==> src/dtpm_defs.vh <==
// Purpose: shared constants for the training pattern block
// Assumes: one 10 MHz clock, device side of the memory link
// Notes:   offsets are byte addresses on the register bus
`ifndef DTPM_DEFS_VH
`define DTPM_DEFS_VH

// clock period in ns
`define DTPM_CLK_NS        100
// mode command delay, in memory clock cycles
`define DTPM_MOD_CK        12
`define DTPM_MOD_W         4
`define DTPM_MOD_LAST      4'h0_00B

// mode register select codes (bank address on a mode command)
`define DTPM_MR_ZERO       2'h0
`define DTPM_MR_ONE        2'h1
`define DTPM_MR_THREE      2'h3

// field positions in the address word of mode and read commands
`define DTPM_A_BL_HI       1
`define DTPM_A_BL_LO       0
`define DTPM_A_LOC_HI      1
`define DTPM_A_LOC_LO      0
`define DTPM_A_NIBBLE      2
`define DTPM_A_MPR         2
`define DTPM_A_WL          7
`define DTPM_A_CHOP        12

// burst length field codes
`define DTPM_BL_EIGHT      2'h0
`define DTPM_BL_OTF        2'h1
`define DTPM_BL_FOUR       2'h2

// pattern locations
`define DTPM_LOC_CALIB     2'h0
`define DTPM_CALIB_PAT     8'hA_A
`define DTPM_RSVD_PAT      8'h0_0

// beats per burst, last beat index
`define DTPM_LAST_BL8      3'h7
`define DTPM_LAST_BC4      3'h3

// read latency pipeline depth
`define DTPM_RL_DEPTH      32
`define DTPM_RL_W          5

// register map
`define DTPM_REG_CTRL      4'h0
`define DTPM_REG_LAT       4'h4
`define DTPM_REG_STAT      4'h8
`define DTPM_CTRL_COPY     0
`define DTPM_LAT_AL_HI     4
`define DTPM_LAT_CL_LO     8
`define DTPM_LAT_CL_HI     12
`define DTPM_AL_RST        5'h06
`define DTPM_CL_RST        5'h00

`endif

==> src/dtpm_pattern.v <==
// Purpose: selects one pattern bit for a given location and beat
// Assumes: location and burst order index already settled
// Notes:   purely combinational; the caller registers the result
`timescale 1ns/100ps
`include "dtpm_defs.vh"

module dtpm_pattern (
    input  wire [1:0] loc_in,    // pattern location
    input  wire [2:0] order_in,  // burst order bit index
    output wire       bit_out    // pattern bit for this beat
);
    wire [7:0] word;  // selected location contents

    // location 00 is the calibration pattern, others are reserved
    assign word = (loc_in == `DTPM_LOC_CALIB) ? `DTPM_CALIB_PAT : `DTPM_RSVD_PAT;
    // order bit 0 is the lsb, order bit 7 the msb
    assign bit_out = word[order_in];
endmodule // dtpm_pattern

==> src/dtpm_core.v <==
// Purpose: device-side write leveling exit and pattern readout logic
// Assumes: commands arrive decoded and synchronous, one per cycle
// Notes:   one beat per clock; a burst is 8 or 4 beats on dq_out
//
// Functional notes
// - leveling active while mode reg one bit7
// - data undefined until mode delay after exit
// - reads served from pattern register location
// - read with autoprecharge acts as read
// - reset works during pattern mode
// - bit2 clear gives normal array access
// - lane line zero carries pattern, others copy/zero
// - column bit2 selects burst order nibble on chopped bursts
// - bit12 chops on fly when enabled
// - order bit0 lsb, bit7 msb
// - pattern data at added plus column latency (dq_out here starts one cycle later)
// - location zero returns alternating pattern
`timescale 1ns/100ps
`include "dtpm_defs.vh"

module dtpm_core (
    input  wire        ref_clk_in,        // system clock
    input  wire        sys_rst_in,        // async reset, high
    input  wire        dev_rst_n_in,      // device reset pin, low
    // decoded command inputs
    input  wire        cmd_mrs_in,        // mode register set
    input  wire        cmd_read_in,       // read
    input  wire        cmd_read_ap_in,    // read with autoprecharge
    input  wire        cmd_write_in,      // write
    input  wire [1:0]  bank_in,           // bank address
    input  wire [14:0] addr_in,           // address bus
    input  wire        strobe_active_in,  // controller drives strobe pair
    // array side
    output reg         array_read_out,    // normal read request pulse
    output reg         array_write_out,   // normal write request pulse
    output reg         precharge_out,     // autoprecharge request pulse
    // data lanes
    output reg  [15:0] dq_out,            // data lines, two lanes
    output reg         dq_oe_out,         // data lines driven
    output reg         dq_undef_out,      // data lines undefined
    output reg         level_mode_out,    // write leveling active
    output reg         pattern_mode_out,  // pattern readout active
    // classic wishbone slave
    input  wire        wb_cyc_i,
    input  wire        wb_stb_i,
    input  wire        wb_we_i,
    input  wire [3:0]  wb_adr_i,
    input  wire [3:0]  wb_sel_i,
    input  wire [31:0] wb_dat_i,
    output reg  [31:0] wb_dat_o,
    output reg         wb_ack_o
);
    // mode state
    reg [1:0]  burst_len;      // mode reg zero burst field
    reg [1:0]  pattern_location; // mode reg three location
    reg        copy_all;       // upper lines copy line zero
    reg [4:0]  added_latency;  // software set
    reg [4:0]  column_latency; // software set
    reg [`DTPM_MOD_W-1:0] mod_cnt; // mode delay counter
    reg        mod_run;        // counting after leveling exit
    // latency pipeline, one entry per cycle
    reg [`DTPM_RL_DEPTH-1:0] pl_vld;   // read launched
    reg [`DTPM_RL_DEPTH-1:0] pl_chop;  // chopped burst
    reg [`DTPM_RL_DEPTH-1:0] pl_nib;   // upper nibble first
    // burst engine
    reg        bst_run;        // burst in progress
    reg [2:0]  bst_beat;       // beat counter
    reg [2:0]  bst_last;       // last beat index
    reg        bst_nib;        // nibble start
    wire [2:0] order;          // burst order index
    wire       pat_bit;        // selected pattern bit
    wire [5:0] rl_sum;         // added plus column latency
    wire [`DTPM_RL_W-1:0] rl_idx; // pipeline tap
    wire       rst_dev;        // device reset request
    wire       is_read;        // any read command
    wire       chop_now;       // this read is chopped
    wire       launch;         // burst starts this cycle
    wire       wb_req;         // bus request awaiting ack
    reg        next_undef;     // next undefined flag

    assign rst_dev = ~dev_rst_n_in;
    assign is_read = cmd_read_in | cmd_read_ap_in;
    assign rl_sum  = {1'b0, added_latency} + {1'b0, column_latency};
    assign rl_idx  = rl_sum[`DTPM_RL_W-1:0] - 5'h0_001;
    // chop from fixed field or from bit12 when on the fly
    assign chop_now = (burst_len == `DTPM_BL_FOUR) |
                      ((burst_len == `DTPM_BL_OTF) & ~addr_in[`DTPM_A_CHOP]);
    assign launch  = pl_vld[rl_idx];
    assign order   = bst_beat + {bst_nib, 2'b00};
    assign wb_req  = wb_cyc_i & wb_stb_i & ~wb_ack_o;

    // pattern lookup for the current beat
    dtpm_pattern u_pat (
        .loc_in   (pattern_location),
        .order_in (order),
        .bit_out  (pat_bit)
    );

    // mode register capture; device reset clears modes
    always @(posedge ref_clk_in or posedge sys_rst_in) begin
        if (sys_rst_in) begin
            burst_len        <= `DTPM_BL_EIGHT;
            level_mode_out   <= 1'b0;
            pattern_mode_out <= 1'b0;
            pattern_location <= `DTPM_LOC_CALIB;
        end else if (rst_dev) begin
            burst_len        <= `DTPM_BL_EIGHT;
            level_mode_out   <= 1'b0;
            pattern_mode_out <= 1'b0;
            pattern_location <= `DTPM_LOC_CALIB;
        end else if (cmd_mrs_in) begin
            case (bank_in)
                `DTPM_MR_ZERO: begin
                    burst_len <= addr_in[`DTPM_A_BL_HI:`DTPM_A_BL_LO];
                end
                `DTPM_MR_ONE: begin
                    level_mode_out <= addr_in[`DTPM_A_WL];
                end
                `DTPM_MR_THREE: begin
                    pattern_mode_out <= addr_in[`DTPM_A_MPR];
                    pattern_location <= addr_in[`DTPM_A_LOC_HI:`DTPM_A_LOC_LO];
                end
                default: begin
                    burst_len <= burst_len;
                end
            endcase
        end
    end

    // undefined data after strobes stop, until mode delay elapses
    always @* begin
        next_undef = dq_undef_out;
        if (mod_run & (mod_cnt == `DTPM_MOD_LAST)) begin
            next_undef = 1'b0;
        end
        // set wins over the end of the count
        if (level_mode_out & ~strobe_active_in) begin
            next_undef = 1'b1;
        end
    end

    // mode delay counter started by the leveling exit command
    always @(posedge ref_clk_in or posedge sys_rst_in) begin
        if (sys_rst_in) begin
            mod_run      <= 1'b0;
            mod_cnt      <= {`DTPM_MOD_W{1'b0}};
            dq_undef_out <= 1'b0;
        end else if (rst_dev) begin
            mod_run      <= 1'b0;
            mod_cnt      <= {`DTPM_MOD_W{1'b0}};
            dq_undef_out <= 1'b0;
        end else begin
            dq_undef_out <= next_undef;
            if (cmd_mrs_in & (bank_in == `DTPM_MR_ONE) & level_mode_out & ~addr_in[`DTPM_A_WL]) begin
                mod_run <= 1'b1;
                mod_cnt <= {`DTPM_MOD_W{1'b0}};
            end else if (mod_run) begin
                mod_cnt <= mod_cnt + 4'h0_001;
                if (mod_cnt == `DTPM_MOD_LAST) begin
                    mod_run <= 1'b0;
                end
            end
        end
    end

    // array requests only outside pattern mode
    always @(posedge ref_clk_in or posedge sys_rst_in) begin
        if (sys_rst_in) begin
            array_read_out  <= 1'b0;
            array_write_out <= 1'b0;
            precharge_out   <= 1'b0;
        end else begin
            array_read_out  <= is_read & ~pattern_mode_out & ~rst_dev;
            array_write_out <= cmd_write_in & ~pattern_mode_out & ~rst_dev;
            // autoprecharge dropped in pattern mode
            precharge_out   <= cmd_read_ap_in & ~pattern_mode_out & ~rst_dev;
        end
    end

    // latency pipeline, one stage per cycle
    genvar g;
    generate
        for (g = 0; g < `DTPM_RL_DEPTH; g = g + 1) begin : g_pl
            localparam PREV = (g > 0) ? g - 1 : 0; // feeding stage, unused at stage zero
            always @(posedge ref_clk_in or posedge sys_rst_in) begin
                if (sys_rst_in) begin
                    pl_vld[g]  <= 1'b0;
                    pl_chop[g] <= 1'b0;
                    pl_nib[g]  <= 1'b0;
                end else if (rst_dev) begin
                    pl_vld[g]  <= 1'b0;
                    pl_chop[g] <= 1'b0;
                    pl_nib[g]  <= 1'b0;
                end else if (g == 0) begin
                    // pattern read enters; bank and other columns ignored
                    pl_vld[g]  <= is_read & pattern_mode_out;
                    pl_chop[g] <= chop_now;
                    pl_nib[g]  <= chop_now & addr_in[`DTPM_A_NIBBLE];
                end else begin
                    pl_vld[g]  <= pl_vld[PREV];
                    pl_chop[g] <= pl_chop[PREV];
                    pl_nib[g]  <= pl_nib[PREV];
                end
            end
        end
    endgenerate

    // burst engine; a new launch restarts the beat count
    always @(posedge ref_clk_in or posedge sys_rst_in) begin
        if (sys_rst_in) begin
            bst_run  <= 1'b0;
            bst_beat <= 3'h0;
            bst_last <= `DTPM_LAST_BL8;
            bst_nib  <= 1'b0;
        end else if (rst_dev) begin
            bst_run  <= 1'b0;
            bst_beat <= 3'h0;
        end else if (launch) begin
            bst_run  <= 1'b1;
            bst_beat <= 3'h0;
            bst_last <= pl_chop[rl_idx] ? `DTPM_LAST_BC4 : `DTPM_LAST_BL8;
            bst_nib  <= pl_nib[rl_idx];
        end else if (bst_run) begin
            bst_beat <= bst_beat + 3'h1;
            if (bst_beat == bst_last) begin
                bst_run <= 1'b0;
            end
        end
    end

    // data lanes: line zero of each lane carries the bit
    always @(posedge ref_clk_in or posedge sys_rst_in) begin
        if (sys_rst_in) begin
            dq_out    <= 16'h0_000;
            dq_oe_out <= 1'b0;
        end else if (bst_run & ~rst_dev) begin
            dq_oe_out <= 1'b1;
            dq_out    <= {{7{copy_all & pat_bit}}, pat_bit,
                          {7{copy_all & pat_bit}}, pat_bit};
        end else begin
            dq_oe_out <= 1'b0;
            dq_out    <= 16'h0_000;
        end
    end

    // wishbone slave: ack one cycle after request, unmapped reads zero
    always @(posedge ref_clk_in or posedge sys_rst_in) begin
        if (sys_rst_in) begin
            wb_ack_o       <= 1'b0;
            wb_dat_o       <= 32'h0000_0000;
            copy_all       <= 1'b1;
            added_latency  <= `DTPM_AL_RST;
            column_latency <= `DTPM_CL_RST;
        end else begin
            wb_ack_o <= wb_req;
            wb_dat_o <= 32'h0000_0000;
            if (wb_req & wb_we_i) begin
                case (wb_adr_i)
                    `DTPM_REG_CTRL: begin
                        if (wb_sel_i[0]) begin
                            copy_all <= wb_dat_i[`DTPM_CTRL_COPY];
                        end
                    end
                    `DTPM_REG_LAT: begin
                        if (wb_sel_i[0]) begin
                            added_latency <= wb_dat_i[`DTPM_LAT_AL_HI:0];
                        end
                        if (wb_sel_i[1]) begin
                            column_latency <= wb_dat_i[`DTPM_LAT_CL_HI:`DTPM_LAT_CL_LO];
                        end
                    end
                    default: begin
                        copy_all <= copy_all;
                    end
                endcase
            end else if (wb_req) begin
                case (wb_adr_i)
                    `DTPM_REG_CTRL: begin
                        wb_dat_o <= {31'h0000_0000, copy_all};
                    end
                    `DTPM_REG_LAT: begin
                        wb_dat_o <= {19'h0_0000, column_latency, 3'h0, added_latency};
                    end
                    `DTPM_REG_STAT: begin
                        wb_dat_o <= {24'h00_0000, burst_len, pattern_location, bst_run,
                                     dq_undef_out, pattern_mode_out, level_mode_out};
                    end
                    default: begin
                        wb_dat_o <= 32'h0000_0000;
                    end
                endcase
            end
        end
    end
endmodule // dtpm_core

==> config.mk <==
export PLATFORM = sky130hd
export DESIGN_NAME = dtpm_core
export DESIGN_NICKNAME = d
export VERILOG_FILES = /design/src/dtpm_pattern.v /design/src/dtpm_core.v
export VERILOG_INCLUDE_DIRS = /design/src
export SDC_FILE = /design/constraint.sdc
export NUM_CORES = 1
export LEC_CHECK = 0
export BUFFER_PORTS_ARGS = -buffer_cell sky130_fd_sc_hd__buf_2
export CORE_ASPECT_RATIO = 1.1
export CORE_MARGIN = 4
export CORE_UTILIZATION = 58
export DETAILED_ROUTE_END_ITERATION = 12
export PLACE_DENSITY = 0.85
export SLEW_MARGIN = 20
export SYNTH_ARGS = -nofsm -noshare
export SYNTH_HDL_FRONTEND = slang
export SYNTH_SLANG_ARGS = --single-unit
==> constraint.sdc <==
create_clock -name ref_clk_in -period 8.1 [get_ports ref_clk_in]
set_input_delay 0.405 -clock ref_clk_in [delete_from_list [all_inputs] [get_ports ref_clk_in]]
set_output_delay 0.405 -clock ref_clk_in [all_outputs]
set_load 0.01 [all_outputs]
---- Yosys cells after proc, flatten, opt, wreduce, memory -nomap -nowiden ----
Index checks and enable logic that the tools add are counted.
storage, ports and cells
  bits in writable memories ............... 0
  output and inout bits ................... 56
  word-level logic and storage cells ...... 315
  bits in registers ....................... 180
  memories kept ........................... 0
  bits in read-only memories .............. 0
  bits in latches ......................... 0
  input bits .............................. 68
cells by class
  reductions and logical operators ........ 10
  $add $sub $neg .......................... 5
  div/mod/pow operators ................... 0
  $lt $le $gt $ge ......................... 2
  shift operators ......................... 0
  multipliers ............................. 0
  bitwise gates (word level) .............. 26
  equality and inequality tests ........... 15
  multiplexer cells ....................... 140
operators by type and width
  kind                   count
  $mux W1                118
  $pmux W13 S3           1
  $mux W13               2
  $and A1 B1 Y1          19
  $mux W16               1
  $bmux W1 S5            3
  $mux W2                6
  $mux W3                4
  $mux W4                3
  $ne A3 B1 Y1 const B   3
  $reduce_and A3 Y1      3
  $eq A4 B4 Y1 const B   2
  $mux W8                1
  $ne A2 B1 Y1 const B   4
  $reduce_and A2 Y1      4
  $lt A5 B6 Y1 const B   1
  $add A5 B5 Y5          1
  $not A1 Y1             5
  $sub A5 B1 Y5 const B  1
  $add A4 B1 Y4 const B  1
  $eq A2 B1 Y1 const B   2
  $eq A2 B2 Y1 const B   2
  $eq A4 B3 Y1 const B   1
  $logic_not A2 Y1       2
  7 further kinds        8

---- Depth between registers and ports, before layout ----
Gate-level depths: netlist (run 1).
  word-level depth ........................ 6
  depth in mapped cells ................... 12
  gate-level depth less buffers ........... 10

---- Hierarchy ----
From an unflattened synthesis (run 1), not the netlist that was laid out.
unflattened totals
  cell total of the unflattened synthesis .. 481
  area total of the unflattened synthesis .. 6383.6 µm²
modules (own cells, without submodules)
  module        area each (µm²)  times used  seq. area each (µm²)  cells each
  dtpm_core     6371.1           1           3633.5                480
  dtpm_pattern  12.5             1           0.0                   1

---- Worst setup path after synthesis (run 1) ----
No wires, ideal clock.
  path type ............................... register to register
  start point ............................. register added_latency[1]
  end point ............................... register bst_last[2]
  setup time .............................. 0.105 ns
  clock period less this slack ............ 2.633 ns
  arrival time ............................ 2.527 ns
  setup slack ............................. 5.467 ns
  buffers on the path ..................... 0
  cell stages (with the launch flop) ...... 10
  data required time ...................... 7.995 ns
  path through ............................ dfstp_2 inv_1 ha_1 inv_1 ha_1 fa_1 xnor2_1 mux2i_1 mux2i_2 o41ai_1
between the ends
  word-level cells in the longest chain between the ends .. 5
  elaborated cells between the ends (all ways) .. 8
  classes of those cells .................. 2 x add/sub; 5 x mux; 1 x reduce/logical
ends and longest elaborated chain
  element                                                        RTL line                         source
  from (decl)                                                    dtpm_core.v:57                   reg [4:0] added_latency;
  from (signal assigned)                                         dtpm_core.v:252                  added_latency <= `DTPM_AL_RST;
  from (signal assigned)                                         dtpm_core.v:266                  added_latency <= wb_dat_i[`DTPM_LAT_AL_HI:0];
  $add A5 B5 Y5 *                                                dtpm_core.v:83                   assign rl_sum = {1'b0, added_latency} + {1'b0, column_latency};
  $sub A5 B1 Y5 *                                                dtpm_core.v:84                   assign rl_idx = rl_sum[`DTPM_RL_W-1:0] - 5'h0_001;
  $bmux W1 S5, on equally long branches                          dtpm_core.v:221, dtpm_core.v:88
  $mux W1, on equally long branches                              dtpm_core.v:221, dtpm_core.v:88
  $mux W3 (no line) / $reduce_and A2 Y1 (equally long branches)  --
  to (signal assigned)                                           dtpm_core.v:213                  bst_last <= `DTPM_LAST_BL8;
  to (signal assigned)                                           dtpm_core.v:221                  bst_last <= pl_chop[rl_idx] ? `DTPM_LAST_BC4 : `DTPM_LAST_BL8;
  to (decl)                                                      dtpm_core.v:68                   reg [2:0] bst_last;
Mark *: on every way between the ends. The rest lies on a longest branch, timed or not. The select of a mux whose other input is x is not followed.
A chain may end at the register's enable or synchronous reset.

---- Worst setup path in the final report (run 1) ----
Same ends and word-level chain as after synthesis.

==> impl_metrics.tcl, run 1 <==
set metrics [dict create \
    core.rowCount 35 \
    antenna_left 0 \
    p_leak_nw 2.85 \
    drv_slew 0 \
    cts_resized 0 \
    min_period_over_period_pct 38.7 \
    power.internal_mw 0.746 \
    status "finished clean" \
    cts_sinks 112 \
    grt_pass1_wl_um 14800 \
    fmax_mhz 319 \
    utilization_pct 64.4 \
    cp_data_required_time_ns 8.36 \
    syn_area_um2 5080 \
    endpoint_kind "flip-flop" \
    clk_latency_ns 0.37 \
    area_growth_pct 7.11 \
    max_slew_margin_pct 40.1 \
    synthDominantCellAreaShare_pct 53.2 \
    instances_no_fill 565 \
    clock-root-buffer "clkbuf_8" \
    arrival_ns 3.40 \
    hold_viol 0 \
    drv_cap 0 \
    postCtsSetupRepairBufs 0 \
    grt.overflow.total 0 \
    place.gp.congestion 0.849 \
    grt_max_degree 73 \
    synth.area.top_cells "dfrtp_1 53%, and2_1 8.5%, buf_4 4.9%, mux4_1 4.7%, mux4_2 3.1%" \
    dieArea_um2 10300 \
    tns_ns 0 \
    fin_ws_ns 4.96 \
    clockBufferDepth 2 \
    dp_hpwl_um 6080 \
    rsz0062_at_grt "false" \
    initialDrtViolationCount 208 \
    ios 124 \
    reg2reg_to "bst_last[2]" \
    antenna_found_initial 0 \
    synth_common_cells "108 x dfrtp_1, 69 x and2_1, 33 x buf_4, 22 x nor2_1, 17 x inv_1" \
    syn_inst 399 \
    grt_pass1_vias 3048 \
    h-tree-depth 3 \
    yosysSeqAreaShare_pct 55.2 \
    synthDistinctLibCells 48 \
    synth_flop_cell "dfrtp_1" \
    netlist.top_cell.by_area "dfrtp_1" \
    peakVddDrop_uv 103 \
    p_seq_share_pct 56.3 \
    wire_per_inst_um 15.0 \
    r2r-start "added_latency[1]" \
    post_dp_cell_area_um2 5270 \
    place.port_buffers 70 \
    critPathKind "reg -> reg" \
    crit_path_start_kind "flip-flop" \
    finClkSkew_ns 0.0141 \
    switching_power_mw 0.270 \
    cts_buffers 9 \
    synth_area_per_cell_um2 12.7 \
    drive_gt1_share_pct 23.3 \
    clkSlewWorstSetupHoldPaths_ns 0.11 \
    clkPwrFrac_pct 30.2 \
    grt_usage_pct 17.6 \
    place_inst 549 \
    p_comb_share_pct 13.5 \
    hold-worst-slack_ns 0.0545 \
    finish.instance_area_um2 5450 \
    yosysMostFrequentCell "dfrtp_1" \
    rrSetupSlack_ns 4.96 \
    ys_warn_count 0 \
    worstMarginPinSlew_ns 0.898 \
    power.density_nw_per_um2 187 \
    hp-class "in -> async" \
    nets 527 \
    vias 2947 \
    synth_edf_count 0 \
    diodes 0 \
    drc 0 \
    crit_fanout 16 \
    die_h_um 106 \
    period_minus_slack_ns 3.14 \
    chipWidth_um 97.3 \
    worstRegToRegCells 8 \
    routed_wl_um 8460 \
    initial_core_util_pct 60.1 \
    synth-seq-cells 112 \
    ctsHoldBuffers 0 \
    fin_total_pwr_mw 1.02 \
    cts_tree "yes" \
    ys_async_sr_fraction_pct 100 \
    swShare_pct 26.6 \
    post-place-ws_ns 4.95 \
    setup_viol 0 \
    core_area_um2 8450 \
    drtPass1Iterations 5 \
    via_per_inst 5.22 \
]
==> state kept, by name (all words and copies together), names as in the netlist, 2 cells and up <==
name and count:
added_latency 5, column_latency 5, pl_chop 32, pattern_location 2, burst_len 2, pl_vld 32, bst_beat 3, dq_out 2
wb_dat_o 13, mod_cnt 4
==> cell families after synthesis <==
group / Yosys count / synth area share [%]
flops: 112 / 55.2
buf+inv: 69 / 8.98
mux: 43 / 13.4
fa+ha+maj: 10 / 2.61
simple gates: 133 / 14.7
other cells: 1 / 0.0738
compound gates: 20 / 2.71
xor+xnor: 11 / 2.26
==> cells in the final DEF, fill, tap and decap left out, drive strengths merged, types with 6 or more instances in the layout <==
| cell type | instances |
|---|---|
| clkbuf | 11 |
| a22oi | 7 |
| nand2 | 12 |
| dfrtp | 108 |
| xnor2 | 6 |
| buf | 71 |
| mux2 | 12 |
| inv | 21 |
| and2 | 69 |
| mux4 | 16 |
| conb | 19 |
| nor2b | 6 |
| nor3 | 8 |
| nor2 | 22 |
| ha | 9 |
| mux2i | 15 |
==> area by class of cell <==
| class | instances | area [um^2] |
|---|---|---|
| fill | 624 | 3010 |
| sequential | 112 | 2810 |
| multi-input combinational | 236 | 1890 |
| timing repair buffer | 71 | 358 |
| clock buffer | 11 | 141 |
| tap | 111 | 139 |
| inverter | 19 | 73.8 |
| clock inverter | 5 | 38.8 |
==> critical path: stages (launching register included) <==
cell and delay, ns:
dfstp_2 0.56, inv_1 0.05, ha_1 0.27, inv_1 0.04
ha_1 0.80, mux4_2 0.61, a22oi_1 0.22, a31oi_1 0.13
o41ai_1 0.35
==> per-layer routing <==
metal	track usage, %	routed length (um)	vias to the layer above
li1	-	-	1377
met1	22.3	3580	1479
met2	29.8	4250	82
met3	4.79	491	9
met4	5.24	142	0
met5	0	0	-
==> how the worst max path moves through the flow <==
stage / from / end / slack (ns) / depth (start not counted)
floorplan: sys_rst_in / added_latency[0] / 4.74 / 1
global placement: added_latency[1] / bst_last[2] / 5.09 / 9
detailed placement: added_latency[1] / bst_last[2] / 4.95 / 8
CTS: added_latency[1] / bst_last[2] / 4.93 / 8
global route: added_latency[1] / bst_last[2] / 4.72 / 9
finish: added_latency[1] / bst_last[2] / 4.96 / 8
==> power by group through the flow <==
stage	sequential (mW)	combinational (mW)	clock, mW
after floorplan	0.582	0.126	0
after global routing	0.573	0.152	0.339
after detailed placement	0.583	0.138	0
after global placement	0.582	0.135	0
after CTS	0.572	0.139	0.315
final	0.572	0.137	0.307
Power figures use the tool's default switching activity.
==> run 2, diff against run 1 <==
CORE_UTILIZATION = 53   (was 58)
PLACE_DENSITY = 0.78   (was 0.85)
clock period = 3 ns   (was 8.1 ns; I/O delays follow)
==> impl_metrics.tcl, run 2 (same netlist as run 1, synthesis figures left out) <==
set metrics [dict create \
    dieArea_um2 11200 \
    wl_met2_um 4210 \
    rsz0062_at_grt "false" \
    core.rowCount 37 \
    crit_path_start_kind "flip-flop" \
    final_cell_mix "108 x dfrtp_1, 70 x buf_2, 69 x and2_1" \
    top_layer "met4" \
    grt_pass1_wl_um 14600 \
    diodes 0 \
    place.port_buffers 70 \
    m1WireLength_um 3670 \
    min_period_over_period_pct 92.0 \
    place_inst 560 \
    drive_gt1_share_pct 24.2 \
    drtPass1Iterations 4 \
    grt.overflow.total 0 \
    place.gp.congestion 0.760 \
    critPathKind "reg -> reg" \
    finClkSkew_ns 0.0113 \
    dp_hpwl_um 6190 \
    tns_ns 0 \
    worstMarginPinSlew_ns 0.801 \
    instances_no_fill 588 \
    core_area_um2 9350 \
    cts_buffers 9 \
    drv_cap 0 \
    cts_sinks 112 \
    wl_met3_um 565 \
    initial_core_util_pct 54.4 \
    grt_pass1_vias 3074 \
    largestRegisters "pl_chop x32, pl_vld x32, wb_dat_o x13" \
    die_h_um 111 \
    power.density_nw_per_um2 498 \
    ios 124 \
    utilization_pct 60.3 \
    via_per_inst 5.04 \
    chipWidth_um 101 \
    drc 0 \
    cts_tree "yes" \
    clockBufferDepth 2 \
    period_minus_slack_ns 2.76 \
    peakVddDrop_uv 200 \
    arrival_ns 3.03 \
    initialDrtViolationCount 129 \
    p_leak_nw 2.93 \
    clock-root-buffer "clkbuf_8" \
    clk_latency_ns 0.37 \
    hp-class "in -> reg" \
    status "finished clean" \
    routed_wl_um 8650 \
    cp_data_required_time_ns 3.27 \
    final_common_cell "dfrtp_1" \
    max_slew_margin_pct 46.5 \
    nets 544 \
    crit_fanout 8 \
    antenna_left 0 \
    grt_usage_pct 16.5 \
    vias 2964 \
    postCtsSetupRepairBufs 0 \
    antenna_found_initial 0 \
    fmax_mhz 362 \
    area_growth_pct 11.0 \
    rrSetupSlack_ns 0.24 \
    fin_total_pwr_mw 2.81 \
    h-tree-depth 3 \
    wire_per_inst_um 14.7 \
    clkSlewWorstSetupHoldPaths_ns 0.10 \
    n_fill_cell 718 \
    endpoint_kind "flip-flop" \
    grt_max_degree 77 \
    drv_slew 0 \
    setup_viol 0 \
    hold_viol 0 \
]
run 2: changes by cell type in the layout (fill, tap and decap cells not counted), sizes merged:
cell         before  now
buf              71   76
clkinv            2    4
dlygate4sd3       0   12
inv              21   19
run 2: path summary, 6_finish.rpt:
path / startpoint / end / cells after the start
worst max-delay path: added_latency[1] / bst_last[2] / 9
worst min-delay path: wb_cyc_i / wb_ack_o / 3
worst max register to register: added_latency[1] / bst_last[2] / 9
worst min register to register: wb_ack_o / wb_ack_o / 1
max in group asynchronous: sys_rst_in / array_read_out / 4
min in group asynchronous: sys_rst_in / column_latency[1] / 3
run 2: report_power, final:
group / switching (mW) / total, mW / internal (mW)
clock: 0.500 / 0.855 / 0.354
combinational: 0.226 / 0.410 / 0.185
sequential: 0.0135 / 1.54 / 1.53
run 2: what timing repair did:
item | in CTS | in global routing
hold endpoints to repair | 44 | 0
hold buffers | 12 | 0
endpoints found under the setup margin | 0 | 4
gates resized for setup | 0 | 2
run 2: final cells by class:
| type | count | area, um^2 | share of cell area [%] |
|---|---|---|---|
| Inverter | 19 | 75.1 | 1.33 |
| Sequential cell | 112 | 2810 | 49.8 |
| Tap cell | 117 | 146 | 2.60 |
| Clock inverter | 5 | 40.0 | 0.710 |
| Clock buffer | 11 | 151 | 2.68 |
| Timing Repair Buffer | 88 | 528 | 9.36 |
| Multi-Input combinational cell | 236 | 1890 | 33.5 |
run 2: critical path, cell delays in order, from the launching register on:
cell and delay (ns):
dfstp_2 0.56, inv_1 0.04, ha_1 0.27, inv_1 0.05, ha_2 0.41, buf_4 0.21
mux4_1 0.58, a22oi_1 0.19, a21boi_0 0.10, o41ai_1 0.26
run 2: routing by layer:
metal	up-vias	GRT usage [%]
met3	15	2.77
met4	0	7.71
met2	89	26.1
met5	-	0
li1	1407	-
met1	1453	22.1
run 2: through the flow:
step | cell area [um^2] | hold WS (ns) | worst slack, ns
after floorplan | 5150 | 0.280 | 0.367
after global placement | 5320 | 0.321 | 0.181
after detailed placement | 5320 | 0.333 | 0.0931
after CTS | 5640 | 0.00110 | 0.0653
after global routing | 5640 | 0.0199 | 0.0689
final | 5640 | 0.0230 | 0.240
